[config.mk]
export PLATFORM = sky130hd
export DESIGN_NAME = iec_top
export DESIGN_NICKNAME = d
export VERILOG_FILES = /design/src/hdl/iec_pkg.sv /design/src/hdl/iec_top.sv
export SDC_FILE = /design/constraint.sdc
export NUM_CORES = 1
export LEC_CHECK = 0
export ABC_AREA = 1
export BUFFER_PORTS_ARGS = -buffer_cell sky130_fd_sc_hd__buf_2
export CAP_MARGIN = 20
export CORE_UTILIZATION = 45
export DETAILED_ROUTE_END_ITERATION = 10
export GPL_ROUTABILITY_DRIVEN = 1
export PLACE_DENSITY = 0.66
export SYNTH_ARGS = -nofsm -noshare
export SYNTH_HDL_FRONTEND = slang
export SYNTH_SLANG_ARGS = --single-unit
[constraint.sdc]
create_clock -name clk_i -period 2.5 [get_ports clk_i]
set_input_delay 0.75 -clock clk_i [delete_from_list [all_inputs] [get_ports clk_i]]
set_output_delay 0.75 -clock clk_i [all_outputs]
set_load 0.03 [all_outputs]
[src/hdl/iec_pkg.sv]
// constants, register map and state encoding of the two-wire bus event and call logic
`default_nettype none
package iec_pkg;
	// register byte addresses on the 32-bit register bus
	localparam logic [7:0] REG_OWN_ADDR = 8'h00;
	localparam logic [7:0] REG_RATE = 8'h04;
	localparam logic [7:0] REG_CTRL = 8'h08;
	localparam logic [7:0] REG_STATUS = 8'h0C;
	localparam logic [7:0] REG_DATA = 8'h10;
	localparam logic [7:0] REG_CFG = 8'h14;
	localparam logic [7:0] REG_RESET_VAL = 8'h00;
	// main_control fields
	localparam int CTL_EN = 7;
	localparam int CTL_IE = 6;
	localparam int CTL_MST = 5;
	localparam int CTL_TX = 4;
	localparam int CTL_ACK_SUPPRESS_BIT = 3;
	localparam int CTL_REPEAT_START_REQUEST = 2;
	// event_status fields
	localparam int ST_TCF = 7;
	localparam int ST_ADDRESSED_AS_SLAVE_FLAG = 6;
	localparam int ST_BUSY = 5;
	localparam int ST_LOST_ARBITRATION_FLAG = 4;
	localparam int ST_SRW = 2;
	localparam int ST_IIF = 1;
	localparam int ST_ACK_RECEIVED_FLAG = 0;
	// address_config fields
	localparam int CFG_GCEN = 7;
	localparam int CFG_EXT = 6;
	// bus framing
	localparam logic [7:0] GEN_CALL_ADDR = 8'h00;
	localparam logic [3:0] BIT_ACK = 4'h8;
	localparam logic [3:0] BIT_LAST_DATA = 4'h7;
	// scl divider: base count plus two per rate code step
	localparam logic [15:0] SCL_DIV_BASE = 16'h0014;
	typedef enum logic [2:0] {
		M_IDLE = 3'b000,
		M_START = 3'b001,
		M_WAIT = 3'b010,
		M_LOW = 3'b011,
		M_HIGH = 3'b100,
		M_STOP = 3'b101,
		M_RSTART = 3'b110
	} iec_mstate_e;
endpackage
`default_nettype wire

[src/hdl/iec_top.sv]
// two-wire bus controller: registers, bus monitor, master sequencer, events and interrupt
//
// Decided for this implementation: the register offsets and register access over Wishbone.
`default_nettype none
// Operation
// - with general call enabled, answer address 00 as well as own address
// - a general call makes us slave receiver; addressed flag set after address cycle
// - after first byte the data register holds the address byte; 00 means general call
// - general call disabled: no acknowledge, following data ignored
// - disabled after reset; never requests a system reset
// - one interrupt output: pending flag gated by interrupt enable
// - pending flag cleared only by writing 1; writing 0 leaves it
// - byte done, address match and lost arbitration set pending and their own flag
// - byte done flag set on falling edge of ninth serial clock
// - addressed flag on own address match or enabled general call
// - losing arbitration sets lost flag and raises the interrupt event
// - lost when driving sda high but sampling low in transmit bits or receive ack
// - lost when a start is attempted while the bus is busy
// - lost when a repeated start is requested in slave mode
// - lost when a stop appears that the master did not request
// - lost flag cleared only by writing 1
// - scl rate is bus clock over two, multiplier and divider
// - status bits: done, addressed, busy, lost, 0, direction, pending, ack
// - control bits: enable, irq enable, master, transmit, ack suppress, rstart, 0, 0
// - config bits: general call enable, extended, three zeros, address bits 10..8
// - own address bits 7..1 in upper bits, bit 0 reads zero
module iec_top (
	input wire logic clk_i,
	input wire logic rst_i,
	input wire logic cyc_i,
	input wire logic stb_i,
	input wire logic we_i,
	input wire logic [3:0] sel_i,
	input wire logic [7:0] adr_i,
	input wire logic [31:0] dat_i,
	output logic [31:0] dat_o,
	output logic ack_o,
	input wire logic scl_i,
	output logic scl_o,
	output logic scl_oe_o,
	input wire logic sda_i,
	output logic sda_o,
	output logic sda_oe_o,
	output logic irq_o
);

	////////////////////////////////////////////////////////////////////////////
	// registers and engine state
	logic [7:1] own_slave_address;
	logic [7:0] rate_divider_setting;
	logic module_enable_bit;
	logic irq_enable_bit;
	logic controller_select;
	logic tx_select;
	logic ack_suppress_bit;
	logic general_call_enable;
	logic extended_address_select;
	logic [2:0] upper_slave_address;
	logic byte_done_flag;
	logic addressed_as_slave_flag;
	logic bus_busy;
	logic lost_arbitration_flag;
	logic slave_direction_flag;
	logic irq_pending_flag;
	logic ack_received_flag;
	logic [7:0] bus_byte_buffer;
	logic scl_q;
	logic sda_q;
	logic [3:0] bit_cnt;
	logic [7:0] shreg;
	logic addr_phase;
	logic hold;
	logic data_sda;
	logic m_scl;
	logic m_sda;
	logic stop_req;
	logic [1:0] phase;
	logic [15:0] cnt;
	iec_pkg::iec_mstate_e mstate;
	logic [7:0] rdata;

	// half scl period in clock cycles: multiplier times divider
	function automatic logic [15:0] half_period(input logic [7:0] rate);
		logic [15:0] div;
		div = iec_pkg::SCL_DIV_BASE + {9'h000, rate[5:0], 1'b0};
		case (rate[7:6])
			2'b01: return {div[14:0], 1'b0};
			2'b10: return {div[13:0], 2'b00};
			default: return div;
		endcase
	endfunction

	////////////////////////////////////////////////////////////////////////////
	// register bus decode
	logic acc;
	logic wr;
	logic wr_ctl;
	logic wr_stat;
	logic wr_data;
	logic rd_data;
	assign acc = cyc_i & stb_i & ack_o;
	assign wr = acc & we_i & sel_i[0];
	assign wr_ctl = wr & (adr_i == iec_pkg::REG_CTRL);
	assign wr_stat = wr & (adr_i == iec_pkg::REG_STATUS);
	assign wr_data = wr & (adr_i == iec_pkg::REG_DATA);
	assign rd_data = acc & !we_i & (adr_i == iec_pkg::REG_DATA);

	////////////////////////////////////////////////////////////////////////////
	// bus monitor and event decode
	logic en;
	logic rise;
	logic fall;
	logic start_ev;
	logic stop_ev;
	logic hit;
	logic xmit;
	logic part;
	logic ninth_fall;
	logic ninth_part;
	logic addr_set;
	logic cmd_start;
	logic cmd_repeat_start_request;
	logic arb_ev;
	logic tick;
	logic [15:0] half;
	assign en = module_enable_bit;
	assign rise = scl_i & !scl_q;
	assign fall = !scl_i & scl_q;
	assign start_ev = en & scl_i & scl_q & sda_q & !sda_i;
	assign stop_ev = en & scl_i & scl_q & !sda_q & sda_i;
	assign hit = (shreg[7:1] == own_slave_address)
		| (general_call_enable & (shreg == iec_pkg::GEN_CALL_ADDR));
	assign xmit = controller_select ? (addr_phase | tx_select)
		: (addressed_as_slave_flag & tx_select & !addr_phase);
	assign part = controller_select | addressed_as_slave_flag;
	assign ninth_fall = en & bus_busy & fall & (bit_cnt == iec_pkg::BIT_ACK);
	assign addr_set = ninth_fall & addr_phase & hit & !controller_select;
	assign ninth_part = part | addr_set;
	assign cmd_start = en & wr_ctl & dat_i[iec_pkg::CTL_MST] & !controller_select;
	assign cmd_repeat_start_request = en & wr_ctl & dat_i[iec_pkg::CTL_REPEAT_START_REQUEST];
	assign arb_ev = (en & controller_select & rise & xmit & (bit_cnt <= iec_pkg::BIT_LAST_DATA)
			& shreg[7] & !sda_i)
		| (en & controller_select & rise & !xmit & !addr_phase & (bit_cnt == iec_pkg::BIT_ACK)
			& ack_suppress_bit & !sda_i)
		| (cmd_start & bus_busy)
		| (cmd_repeat_start_request & !controller_select)
		| (stop_ev & controller_select & !stop_req);
	assign tick = (cnt == 16'h0000);
	assign half = half_period(rate_divider_setting);

	always_ff @(posedge clk_i) begin
		if (rst_i) begin
			scl_q <= 1'b1;
			sda_q <= 1'b1;
		end else begin
			scl_q <= scl_i;
			sda_q <= sda_i;
		end
	end

	always_ff @(posedge clk_i) begin
		if (rst_i || !en || stop_ev) begin
			bus_busy <= 1'b0;
		end else if (start_ev) begin
			bus_busy <= 1'b1;
		end
	end

	always_ff @(posedge clk_i) begin
		if (rst_i || !en || stop_ev) begin
			bit_cnt <= 4'h0;
		end else if (start_ev) begin
			// wraps to zero on the fall that ends the start, so that fall is no data bit
			bit_cnt <= 4'hF;
		end else if (fall && bus_busy) begin
			bit_cnt <= (bit_cnt == iec_pkg::BIT_ACK) ? 4'h0 : bit_cnt + 4'h1;
		end
	end

	always_ff @(posedge clk_i) begin
		if (rst_i || !en || stop_ev || ninth_fall) begin
			addr_phase <= 1'b0;
		end else if (start_ev) begin
			addr_phase <= 1'b1;
		end
	end

	// shift register carries both the byte being sent and the byte seen on the wire
	always_ff @(posedge clk_i) begin
		if (rst_i) begin
			shreg <= iec_pkg::REG_RESET_VAL;
		end else if (wr_data && hold) begin
			shreg <= dat_i[7:0];
		end else if (rise && bus_busy && bit_cnt <= iec_pkg::BIT_LAST_DATA) begin
			shreg <= {shreg[6:0], sda_i};
		end
	end

	// sda data drive changes only while scl is low
	always_ff @(posedge clk_i) begin
		if (rst_i || !en || start_ev || stop_ev || arb_ev) begin
			data_sda <= 1'b0;
		end else if (wr_data && hold) begin
			data_sda <= xmit & !dat_i[7];
		end else if (fall && bus_busy) begin
			if (bit_cnt == iec_pkg::BIT_ACK) begin
				data_sda <= 1'b0;
			end else if (bit_cnt == iec_pkg::BIT_LAST_DATA) begin
				if (xmit) begin
					data_sda <= 1'b0;
				end else if (addr_phase) begin
					data_sda <= !controller_select & hit;
				end else begin
					data_sda <= part & !ack_suppress_bit;
				end
			end else begin
				data_sda <= xmit & !shreg[7];
			end
		end
	end

	// clock stretch after each byte until software touches the data register
	always_ff @(posedge clk_i) begin
		if (rst_i || !en || stop_ev || arb_ev) begin
			hold <= 1'b0;
		end else if (ninth_fall && ninth_part) begin
			hold <= 1'b1;
		end else if (tick && (mstate == iec_pkg::M_START || (mstate == iec_pkg::M_RSTART && phase == 2'd2))) begin
			hold <= 1'b1;
		end else if (wr_data || rd_data) begin
			hold <= 1'b0;
		end
	end

	////////////////////////////////////////////////////////////////////////////
	// master sequencer
	always_ff @(posedge clk_i) begin
		if (rst_i || !en || arb_ev) begin
			mstate <= iec_pkg::M_IDLE;
			m_scl <= 1'b0;
			m_sda <= 1'b0;
			phase <= 2'd0;
			cnt <= 16'h0000;
			stop_req <= 1'b0;
		end else begin
			if (!tick) begin
				cnt <= cnt - 16'h0001;
			end
			unique case (mstate)
				iec_pkg::M_IDLE: begin
					stop_req <= 1'b0;
					if (cmd_start) begin
						m_sda <= 1'b1;
						cnt <= half;
						mstate <= iec_pkg::M_START;
					end
				end
				iec_pkg::M_START: begin
					if (tick) begin
						m_scl <= 1'b1;
						mstate <= iec_pkg::M_WAIT;
					end
				end
				iec_pkg::M_WAIT: begin
					phase <= 2'd0;
					cnt <= half;
					if (wr_ctl && !dat_i[iec_pkg::CTL_MST]) begin
						m_sda <= 1'b1;
						stop_req <= 1'b1;
						mstate <= iec_pkg::M_STOP;
					end else if (cmd_repeat_start_request) begin
						m_sda <= 1'b0;
						mstate <= iec_pkg::M_RSTART;
					end else if (wr_data || rd_data) begin
						m_sda <= 1'b0;
						mstate <= iec_pkg::M_LOW;
					end
				end
				iec_pkg::M_LOW: begin
					if (tick) begin
						m_scl <= 1'b0;
						cnt <= half;
						mstate <= iec_pkg::M_HIGH;
					end
				end
				iec_pkg::M_HIGH: begin
					// slaves may stretch: high time counts only once scl is seen high
					if (!scl_i) begin
						cnt <= half;
					end else if (tick) begin
						m_scl <= 1'b1;
						cnt <= half;
						mstate <= (bit_cnt == iec_pkg::BIT_ACK) ? iec_pkg::M_WAIT : iec_pkg::M_LOW;
					end
				end
				iec_pkg::M_STOP: begin
					if (phase == 2'd0 && tick) begin
						m_scl <= 1'b0;
						cnt <= half;
						phase <= 2'd1;
					end else if (phase == 2'd1 && !scl_i) begin
						cnt <= half;
					end else if (phase == 2'd1 && tick) begin
						m_sda <= 1'b0;
						mstate <= iec_pkg::M_IDLE;
					end
				end
				iec_pkg::M_RSTART: begin
					if (phase == 2'd0 && tick) begin
						m_scl <= 1'b0;
						cnt <= half;
						phase <= 2'd1;
					end else if (phase == 2'd1 && !scl_i) begin
						cnt <= half;
					end else if (phase == 2'd1 && tick) begin
						m_sda <= 1'b1;
						cnt <= half;
						phase <= 2'd2;
					end else if (phase == 2'd2 && tick) begin
						m_scl <= 1'b1;
						mstate <= iec_pkg::M_WAIT;
					end
				end
				default: begin
					mstate <= iec_pkg::M_IDLE;
				end
			endcase
		end
	end

	////////////////////////////////////////////////////////////////////////////
	// software registers
	always_ff @(posedge clk_i) begin
		if (rst_i) begin
			own_slave_address <= 7'h00;
			rate_divider_setting <= iec_pkg::REG_RESET_VAL;
			general_call_enable <= 1'b0;
			extended_address_select <= 1'b0;
			upper_slave_address <= 3'h0;
		end else begin
			if (wr && adr_i == iec_pkg::REG_OWN_ADDR) begin
				own_slave_address <= dat_i[7:1];
			end
			if (wr && adr_i == iec_pkg::REG_RATE) begin
				rate_divider_setting <= dat_i[7:0];
			end
			if (wr && adr_i == iec_pkg::REG_CFG) begin
				general_call_enable <= dat_i[iec_pkg::CFG_GCEN];
				extended_address_select <= dat_i[iec_pkg::CFG_EXT];
				upper_slave_address <= dat_i[2:0];
			end
		end
	end

	always_ff @(posedge clk_i) begin
		if (rst_i) begin
			module_enable_bit <= 1'b0;
			irq_enable_bit <= 1'b0;
			tx_select <= 1'b0;
			ack_suppress_bit <= 1'b0;
		end else if (wr_ctl) begin
			module_enable_bit <= dat_i[iec_pkg::CTL_EN];
			irq_enable_bit <= dat_i[iec_pkg::CTL_IE];
			tx_select <= dat_i[iec_pkg::CTL_TX];
			ack_suppress_bit <= dat_i[iec_pkg::CTL_ACK_SUPPRESS_BIT];
		end
	end

	// hardware clear on lost arbitration must not be taken as a stop command
	always_ff @(posedge clk_i) begin
		if (rst_i || !en || arb_ev) begin
			controller_select <= 1'b0;
		end else if (wr_ctl) begin
			controller_select <= dat_i[iec_pkg::CTL_MST];
		end
	end

	////////////////////////////////////////////////////////////////////////////
	// event flags: a set in the same cycle as a clear wins
	always_ff @(posedge clk_i) begin
		if (rst_i || !en) begin
			byte_done_flag <= 1'b0;
		end else if (ninth_fall && ninth_part) begin
			byte_done_flag <= 1'b1;
		end else if (wr_data || rd_data) begin
			byte_done_flag <= 1'b0;
		end
	end

	always_ff @(posedge clk_i) begin
		if (rst_i || !en) begin
			addressed_as_slave_flag <= 1'b0;
			slave_direction_flag <= 1'b0;
		end else if (addr_set) begin
			addressed_as_slave_flag <= 1'b1;
			slave_direction_flag <= shreg[0];
		end else if (start_ev || stop_ev || wr_ctl) begin
			addressed_as_slave_flag <= 1'b0;
		end
	end

	always_ff @(posedge clk_i) begin
		if (rst_i) begin
			lost_arbitration_flag <= 1'b0;
		end else if (arb_ev) begin
			lost_arbitration_flag <= 1'b1;
		end else if (wr_stat && dat_i[iec_pkg::ST_LOST_ARBITRATION_FLAG]) begin
			lost_arbitration_flag <= 1'b0;
		end
	end

	always_ff @(posedge clk_i) begin
		if (rst_i) begin
			irq_pending_flag <= 1'b0;
		end else if ((ninth_fall && ninth_part) || arb_ev) begin
			irq_pending_flag <= 1'b1;
		end else if (wr_stat && dat_i[iec_pkg::ST_IIF]) begin
			irq_pending_flag <= 1'b0;
		end
	end

	always_ff @(posedge clk_i) begin
		if (rst_i || !en) begin
			ack_received_flag <= 1'b0;
		end else if (rise && bus_busy && xmit && bit_cnt == iec_pkg::BIT_ACK) begin
			ack_received_flag <= sda_i;
		end
	end

	always_ff @(posedge clk_i) begin
		if (rst_i) begin
			bus_byte_buffer <= iec_pkg::REG_RESET_VAL;
		end else if (ninth_fall && ninth_part) begin
			bus_byte_buffer <= shreg;
		end else if (wr_data) begin
			bus_byte_buffer <= dat_i[7:0];
		end
	end

	////////////////////////////////////////////////////////////////////////////
	// read mux, bus answer and pins
	always_comb begin
		rdata = iec_pkg::REG_RESET_VAL;
		case (adr_i)
			iec_pkg::REG_OWN_ADDR: rdata = {own_slave_address, 1'b0};
			iec_pkg::REG_RATE: rdata = rate_divider_setting;
			iec_pkg::REG_CTRL: rdata = {module_enable_bit, irq_enable_bit, controller_select, tx_select,
				ack_suppress_bit, 3'b000};
			iec_pkg::REG_STATUS: rdata = {byte_done_flag, addressed_as_slave_flag, bus_busy,
				lost_arbitration_flag, 1'b0, slave_direction_flag, irq_pending_flag, ack_received_flag};
			iec_pkg::REG_DATA: rdata = bus_byte_buffer;
			iec_pkg::REG_CFG: rdata = {general_call_enable, extended_address_select, 3'b000,
				upper_slave_address};
			default: rdata = iec_pkg::REG_RESET_VAL;
		endcase
	end

	always_ff @(posedge clk_i) begin
		if (rst_i) begin
			ack_o <= 1'b0;
			dat_o <= 32'h0000_0000;
		end else begin
			ack_o <= cyc_i & stb_i & !ack_o;
			if (cyc_i && stb_i && !ack_o) begin
				dat_o <= {24'h00_0000, rdata};
			end
		end
	end

	// open drain: outputs stay low, enables pull the wire
	always_ff @(posedge clk_i) begin
		if (rst_i) begin
			scl_o <= 1'b0;
			sda_o <= 1'b0;
			scl_oe_o <= 1'b0;
			sda_oe_o <= 1'b0;
			irq_o <= 1'b0;
		end else begin
			scl_o <= 1'b0;
			sda_o <= 1'b0;
			scl_oe_o <= en & (m_scl | (hold & !controller_select));
			sda_oe_o <= en & (m_sda | data_sda);
			irq_o <= irq_pending_flag & irq_enable_bit;
		end
	end

endmodule
`default_nettype wire

==> results of run 1 <==
==> cells by family (layout without fill, tap and decap cells) <==
logic type | Yosys count | after routing | share of synthesized area, %
compound gates | 175 | 175 | 17.1
xor+xnor | 17 | 17 | 2.65
fa+ha+maj | 8 | 8 | 1.78
buf+inv | 160 | 193 | 12.9
flops | 93 | 93 | 33.1
other cells | 1 | 26 | 0.0667
simple gates | 413 | 413 | 32.5
==> cells in the final DEF (no fill, tap or decap), types with 9 or more instances in the layout <==
master	instances
nand2_1	182
clkbuf_16	9
nand4_1	9
dfxtp_1	93
o21ai_0	63
nor2_1	109
a21oi_1	76
o22ai_1	10
buf_2	35
nor2_2	11
conb_1	26
inv_1	110
nor3_1	10
nand3_1	65
xor2_1	12
buf_4	22
==> metrics by stage <==
stage	power, mW	hold slack (ps)	cells
global route	3.18	485	1093
detailed placement	1.67	450	1077
finish	3.09	460	1093
floorplan	1.65	421	892
global placement	1.67	450	1077
CTS	3.11	461	1093
==> power groups by stage <==
stage | clock (mW) | sequential (mW) | combinational, mW
after floorplan | 0 | 1.53 | 0.122
after global placement | 0 | 1.52 | 0.151
after detailed placement | 0 | 1.52 | 0.151
after CTS | 1.47 | 1.49 | 0.152
after global routing | 1.52 | 1.49 | 0.165
final | 1.45 | 1.49 | 0.153
==> flip-flops by register name, indices dropped and copies added, names as in the netlist, 2 cells and up <==
name,count
phase,2
bus_byte_buffer,8
own_slave_address,7
shreg,8
dat_o,8
upper_slave_address,3
mstate,3
cnt,16
bit_cnt,4
rate_divider_setting,8
==> area by class of cell <==
class,instances,area [µm²]
flip-flops and latches,93,1860
repair buffers,58,360
well taps,168,210
multi-input cells,639,3130
inverters,119,447
clock buffers,11,253
fillers,1309,5790
clock inverters,5,58.8
==> worst max-delay path, stage by stage (launching register included) <==
cell	delay [ps]
dfxtp_1	460
inv_2	60
nand2_1	60
nand2_1	50
nor2_1	130
nand2_1	70
o21bai_1	190
nand2_1	110
nand2_2	170
nand2_2	230
nand2_1	240
nor2_1	60
nor2_1	90
nor2_1	50
==> per-layer routing <==
layer  vias to the layer above  part of all wire, %  global-route usage (%)
met5                         -                    0                       0
met4                         0                  2.7                    9.52
met3                        30                  4.2                    5.15
met2                       135                   48                    44.1
met1                      2562                   45                    30.8
li1                       2880                    -                       -
==> worst max-delay path by stage <==
| stage | startpoint | endpoint | slack [ps] | cells past startpoint |
|---|---|---|---|---|
| 2_1_floorplan | adr_i[7] | mstate[0] | 480 | 12 |
| 3_3_place_gp | scl_i | bus_byte_buffer[1] | 120 | 9 |
| 3_5_place_dp | scl_i | bus_byte_buffer[2] | 90 | 9 |
| 4_1_cts | shreg[7] | bus_byte_buffer[2] | 420 | 13 |
| 5_1_grt | shreg[6] | bus_byte_buffer[6] | 180 | 13 |
| 6_report | shreg[6] | bus_byte_buffer[2] | 410 | 13 |
==> metrics.log, run 1 <==
[metrics] status: completed
[metrics] area enclosed by the die boundary: 12900 µm²
[metrics] effective utilization at floorplan: a little under half
[metrics] iteration count of the initial detailed-routing pass: 5
[metrics] placement-stage cell area: 6010 µm²
[metrics] final number of hold-violating endpoints: 0
[metrics] post-layout min period: 2090 ps
[metrics] number of gates given a new drive strength after cts: 0
[metrics] power density of the placed cells: 489 nW/µm²
[metrics] routed wire length: 15.6 mm
[metrics] achievable frequency: 479 MHz
[metrics] Setup WS post-layout: 412 ps
[metrics] DP Wirelength: 11.9 mm
[metrics] Post-Place Setup Slack: 90.5 ps
[metrics] H-tree depth reported by CTS: 3
[metrics] CORE AREA: 12100 µm²
[metrics] number of cells on the worst reg-to-reg path: 13
[metrics] VDD IR max: around 0.46 mV
[metrics] count of unresolved DRC violations after routing: 0
[metrics] CP Data Arrival Time: 2320 ps
[metrics] top cell type by total area after synthesis: dfxtp_1
[metrics] I/O Pins: 89
[metrics] CTS tree: yes
[metrics] average footprint of a synthesized cell: 6.48 µm²
[metrics] fraction of synthesized cell area taken by the top area cell type: 33.1%
[metrics] Post-Route Utilization: 52.2%
[metrics] required arrival time at the worst endpoint: 2730 ps
[metrics] most used flip-flop cell after synthesis: dfxtp_1
[metrics] area overhead of the layout relative to synthesis: 12.4%
[metrics] final-layout setup total negative slack: 0 ps
[metrics] total clock sinks: between 90 and 100
[metrics] number of buffers between clock root and the deepest sink: 2
[metrics] post-cts hold buffer count: 0
[metrics] Die X-Extent: around 110 µm
[metrics] number of buffer cells added on primary ports: 35
[metrics] end of the worst hold path: upper_slave_address[2]
[metrics] Routability Congestion: about 0.95
[metrics] Period Utilization, post-route: about 84%
[metrics] Clock Latency Late Sink: ~350 ps
[metrics] r2r setup slk: 410 ps
[metrics] number of diodes added for antenna fixing: 0
[metrics] post-route cell area: about 6300 µm²
[metrics] Static Leak: around 2.8 nW
[metrics] clock buffers created by TritonCTS: 9
[metrics] remaining global-route overflow: 0
[metrics] number of DRC markers in iteration 0: 446
[metrics] floorplan row count: 40
[metrics] fraction of final layout cells sized beyond drive strength 1: roughly an eighth
[metrics] post-route clock skew: 7.58 ps
[metrics] register share of total power: 48.1%
[metrics] critical hold path startpoint: upper_slave_address[2]
[metrics] vias in the first global route: 5154
[metrics] count of synthesis-stage warnings from yosys: 0
[metrics] share of synthesized area occupied by flip-flops and latches: between 30% and 40%
[metrics] RSZ-0062 raised after global routing: false
[metrics] post-synthesis cell area: 5620 µm²
[metrics] sort of element at the start of the critical path: flop
[metrics] maximum fanout count along the critical path: 15
[metrics] wire length of the first global-routing pass: around 26 mm
[metrics] Routed WL per cell: 14.3 µm
[metrics] number of nets with antenna violations after detailed routing: 0
[metrics] internal portion of total power: 2.34 mW
[metrics] CP Capture Type: flop
[metrics] leading cell types by total area after synthesis: dfxtp_1, nand2_1, inv_1
[metrics] switching portion of total power: 24.1%
[metrics] share of async-settable or async-resettable flops after synthesis: 0%
[metrics] number of max-slew violations in the final report: 0
[metrics] final setup violation count: 0
[metrics] post-CTS setup repair buffer count: 0
[metrics] Hold Crit Depth: 2
[metrics] Rel. slew slack: just over 60%
[metrics] number of library cell types mapped by synthesis: 48
[metrics] switching power: 0.746 mW
[metrics] Via-to-Cell Ratio: slightly above 5
[metrics] Worst R2R End: bus_byte_buffer[2]
[metrics] Max Cap Violations: 0
[metrics] pin count of the biggest net entering global routing: 27
[metrics] net total in the final layout: 979
[metrics] most numerous cell in the Yosys netlist: nand2_1
[metrics] Synth top cells by count: nand2_1, inv_1, nor2_1, dfxtp_1, a21oi_1
[metrics] Crit Path Category: flop to flop
[metrics] clock network fraction of design power: 46.9%
[metrics] Gate power share: roughly 5.0%
[metrics] combined global-route utilization of all metal layers: 25.3%
[metrics] Via Count: 5607
[metrics] FF-to-FF Start: shreg[6]
[metrics] transition time of the tightest slew-check pin: 567 ps
[metrics] post-synthesis cell count: 867
[metrics] Vert. Die Dim: 114 µm
[metrics] number of enable flip-flop cells after synthesis: 0
[metrics] Min-Delay Path Class: flop to flop
[metrics] clock-pin slew on the worst setup and hold paths: 60 ps
[metrics] Seq cells post-synth: 93
[metrics] master cell of the clock root buffer: clkbuf_16
[metrics] initial antenna violation count: 0
(Power assumes the default switching activity.)
==> inputs of run 2 (changes only) <==
==> constraint.sdc (replaced) <==
create_clock -name clk_i -period 2.1 [get_ports clk_i]
set_input_delay 0.63 -clock clk_i [delete_from_list [all_inputs] [get_ports clk_i]]
set_output_delay 0.63 -clock clk_i [all_outputs]
set_load 0.03 [all_outputs]
==> run 2 against run 1 <==
  * Die area is the same
  * Routed wire length shrank 0.20%
  * Power grew 18%
  * Critical path type unchanged
==> metrics.log, run 2 (synthesis gave the netlist of run 1 again) <==
[metrics] status: completed
[metrics] Routed WL per cell: 13.8 µm (-3.6%)
[metrics] required arrival time at the worst endpoint: 2380 ps (-350 ps)
[metrics] end point of the critical path: hold
[metrics] area enclosed by the die boundary: 12900 µm² (unchanged)
[metrics] fill cell count: 1287 (-1.7%)
[metrics] DP Wirelength: 12.0 mm (+1.2%)
[metrics] routed wire length: 15.6 mm (-0.20%)
[metrics] wire length of the first global-routing pass: 25.4 mm (-0.57%)
[metrics] remaining global-route overflow: 0 (unchanged)
[metrics] Vert. Die Dim: 114 µm (unchanged)
[metrics] number of buffer cells added on primary ports: 35 (unchanged)
[metrics] Via Count: 5698 (+1.6%)
[metrics] effective utilization at floorplan: 46.4% (unchanged)
[metrics] area overhead of the layout relative to synthesis: 17.6%
[metrics] FF-to-FF Start: controller_select
[metrics] floorplan row count: 40 (unchanged)
[metrics] CORE AREA: 12100 µm² (unchanged)
[metrics] clock-pin slew on the worst setup and hold paths: 70 ps (about the same)
[metrics] Routability Congestion: 0.942 (-0.51%)
[metrics] iteration count of the initial detailed-routing pass: 6 (+1)
[metrics] master cell of the clock root buffer: clkbuf_16
[metrics] highest cell delay on the worst timing path: 450 ps (about the same)
[metrics] post-route cell area: 6610 µm² (+4.6%)
[metrics] clock buffers created by TritonCTS: 9 (unchanged)
[metrics] Min-Delay Path Class: flop to flop
[metrics] r2r setup slk: 190 ps (-230 ps)
[metrics] Clock Latency Late Sink: 350 ps (about the same)
[metrics] achievable frequency: 523 MHz (+9.1%)
[metrics] initial antenna violation count: 0 (unchanged)
[metrics] sort of element at the start of the critical path: flop
[metrics] flip-flop count of the largest register, all copies and words added: 16 (unchanged)
[metrics] FF/Latch Area: 1860 µm² (unchanged)
[metrics] combined global-route utilization of all metal layers: 25.3% (about the same)
[metrics] VDD IR max: 0.674 mV (+48%)
[metrics] CP Data Arrival Time: 2200 ps (-120 ps)
[metrics] count of unresolved DRC violations after routing: 0 (unchanged)
[metrics] net total in the final layout: 1018 (+4.0%)
[metrics] top library cells by usage in the layout, fill and taps aside: nand2_1, inv_1, nor2_1
[metrics] pin count of the biggest net entering global routing: 26 (-3.7%)
[metrics] number of cells on the worst reg-to-reg path: 10 (-3)
[metrics] Crit Path Category: flop to flop
[metrics] post-cts hold buffer count: 0 (unchanged)
[metrics] CP Capture Type: flop
[metrics] number of diodes added for antenna fixing: 0 (unchanged)
[metrics] slowest cell on the critical path: dfxtp_1
[metrics] maximum fanout count along the critical path: 5 (-10)
[metrics] Die X-Extent: 114 µm (unchanged)
[metrics] Static Leak: 2.96 nW (+6.7%)
[metrics] RSZ-0062 raised after global routing: false
[metrics] Max Cap Violations: 0 (unchanged)
[metrics] post-layout min period: 1910 ps (-174 ps)
[metrics] ordered cell list for the critical path: nor2_1, nor2_2, o21ai_2, inv_2, o21ai_1, nand3_1, nand2_2, nor2_1, nand2_1, a21oi_1
[metrics] most prevalent standard cell on the critical path: nor2_1
[metrics] H-tree depth reported by CTS: 3 (unchanged)
[metrics] placement-stage cell area: 6290 µm² (+4.6%)
[metrics] largest register by flop count: cnt
[metrics] number of nets with antenna violations after detailed routing: 0 (unchanged)
[metrics] number of DRC markers in iteration 0: 439 (-1.6%)
[metrics] Worst R2R End: hold
[metrics] combined buffer and inverter count along the critical path: 1 (unchanged)
[metrics] cell type group with the largest total delay on the critical path: simple AND/OR/NAND/NOR gates
[metrics] I/O Pins: 89 (unchanged)
[metrics] leading cell type in the layout, fill and taps excluded: nand2_1
[metrics] timing startpoint of the critical path: controller_select
[metrics] total clock sinks: 93 (unchanged)
[metrics] post-route clock skew: 11.9 ps (+4.31 ps)
[metrics] Via-to-Cell Ratio: 5.03 (-1.9%)
[metrics] power density of the placed cells: 550 nW/µm² (+12%)
[metrics] area of combinational cells with multiple inputs: 3140 µm² (+0.24%)
[metrics] number of buffers between clock root and the deepest sink: 2 (unchanged)
[metrics] final setup violation count: 0 (unchanged)
[metrics] CTS tree: yes
[metrics] Post-Route Utilization: 54.6% (+2.4 points)
[metrics] Crit. path cell count: 10 (-3)
[metrics] vias in the first global route: 5226 (+1.4%)
[metrics] fraction of final layout cells sized beyond drive strength 1: 16.1% (+3.6 points)
[metrics] final number of hold-violating endpoints: 0 (unchanged)
[metrics] number of max-slew violations in the final report: 0 (unchanged)
[metrics] Period Utilization, post-route: 91.1% (+7.6 points)
-- run 2: tightest hold or removal path, delay by kind of cell, from the launching register on --
family,cells,cell delay [ps]
compound gates,1,50
flops,1,310
simple gates,1,60
-- run 2: through the flow --
stage,setup TNS [ps],worst slack (ps),hold slack [ps],std cells,power (mW)
floorplan,0,200,421,892,1.96
global placement,-1270,-76.8,444,1114,2.00
detailed placement,-1840,-94.7,452,1114,2.00
CTS,0,57.3,462,1130,3.66
global route,0,25.3,495,1132,3.75
finish,0,187,462,1132,3.63
-- run 2: final cells by class --
type | instances | area share [%]
multi-input combinational | 639 | 47.5
sequential | 93 | 28.2
timing repair buffer | 97 | 9.88
inverter | 119 | 6.76
clock buffer | 10 | 3.46
tap | 168 | 3.18
clock inverter | 6 | 1.06
-- run 2: how the worst min path moves through the flow --
| stage | from | slack, ps | end | cells after the start |
|---|---|---|---|---|
| 5_1_grt | dat_o[2] | 500 | dat_o[2] | 2 |
| 2_1_floorplan | irq_pending_flag | 420 | irq_o | 2 |
| 3_5_place_dp | upper_slave_address[2] | 450 | upper_slave_address[2] | 2 |
| 6_report | dat_o[1] | 460 | dat_o[1] | 2 |
| 4_1_cts | upper_slave_address[2] | 460 | upper_slave_address[2] | 2 |
| 3_3_place_gp | upper_slave_address[2] | 440 | upper_slave_address[2] | 2 |
-- run 2: where the power goes --
part,switching (mW),internal [mW],total [mW]
Clock,0.732,0.934,1.67
Combinational,0.149,0.0467,0.196
Sequential,0.00294,1.77,1.77
-- run 2: layer usage --
metal | global-route usage (%) | wire, µm | up-vias | part of all wire [%]
li1 | - | - | 2966 | -
met1 | 31.4 | 6980 | 2567 | 45
met2 | 44.5 | 7620 | 134 | 49
met3 | 3.88 | 636 | 31 | 4.1
met4 | 8.92 | 379 | 0 | 2.4
met5 | 0 | 0 | - | 0
-- run 2: what timing repair did --
action	CTS	global route
resized for setup	0	3
endpoints found under the setup margin	0	16
buffers inserted	0	2
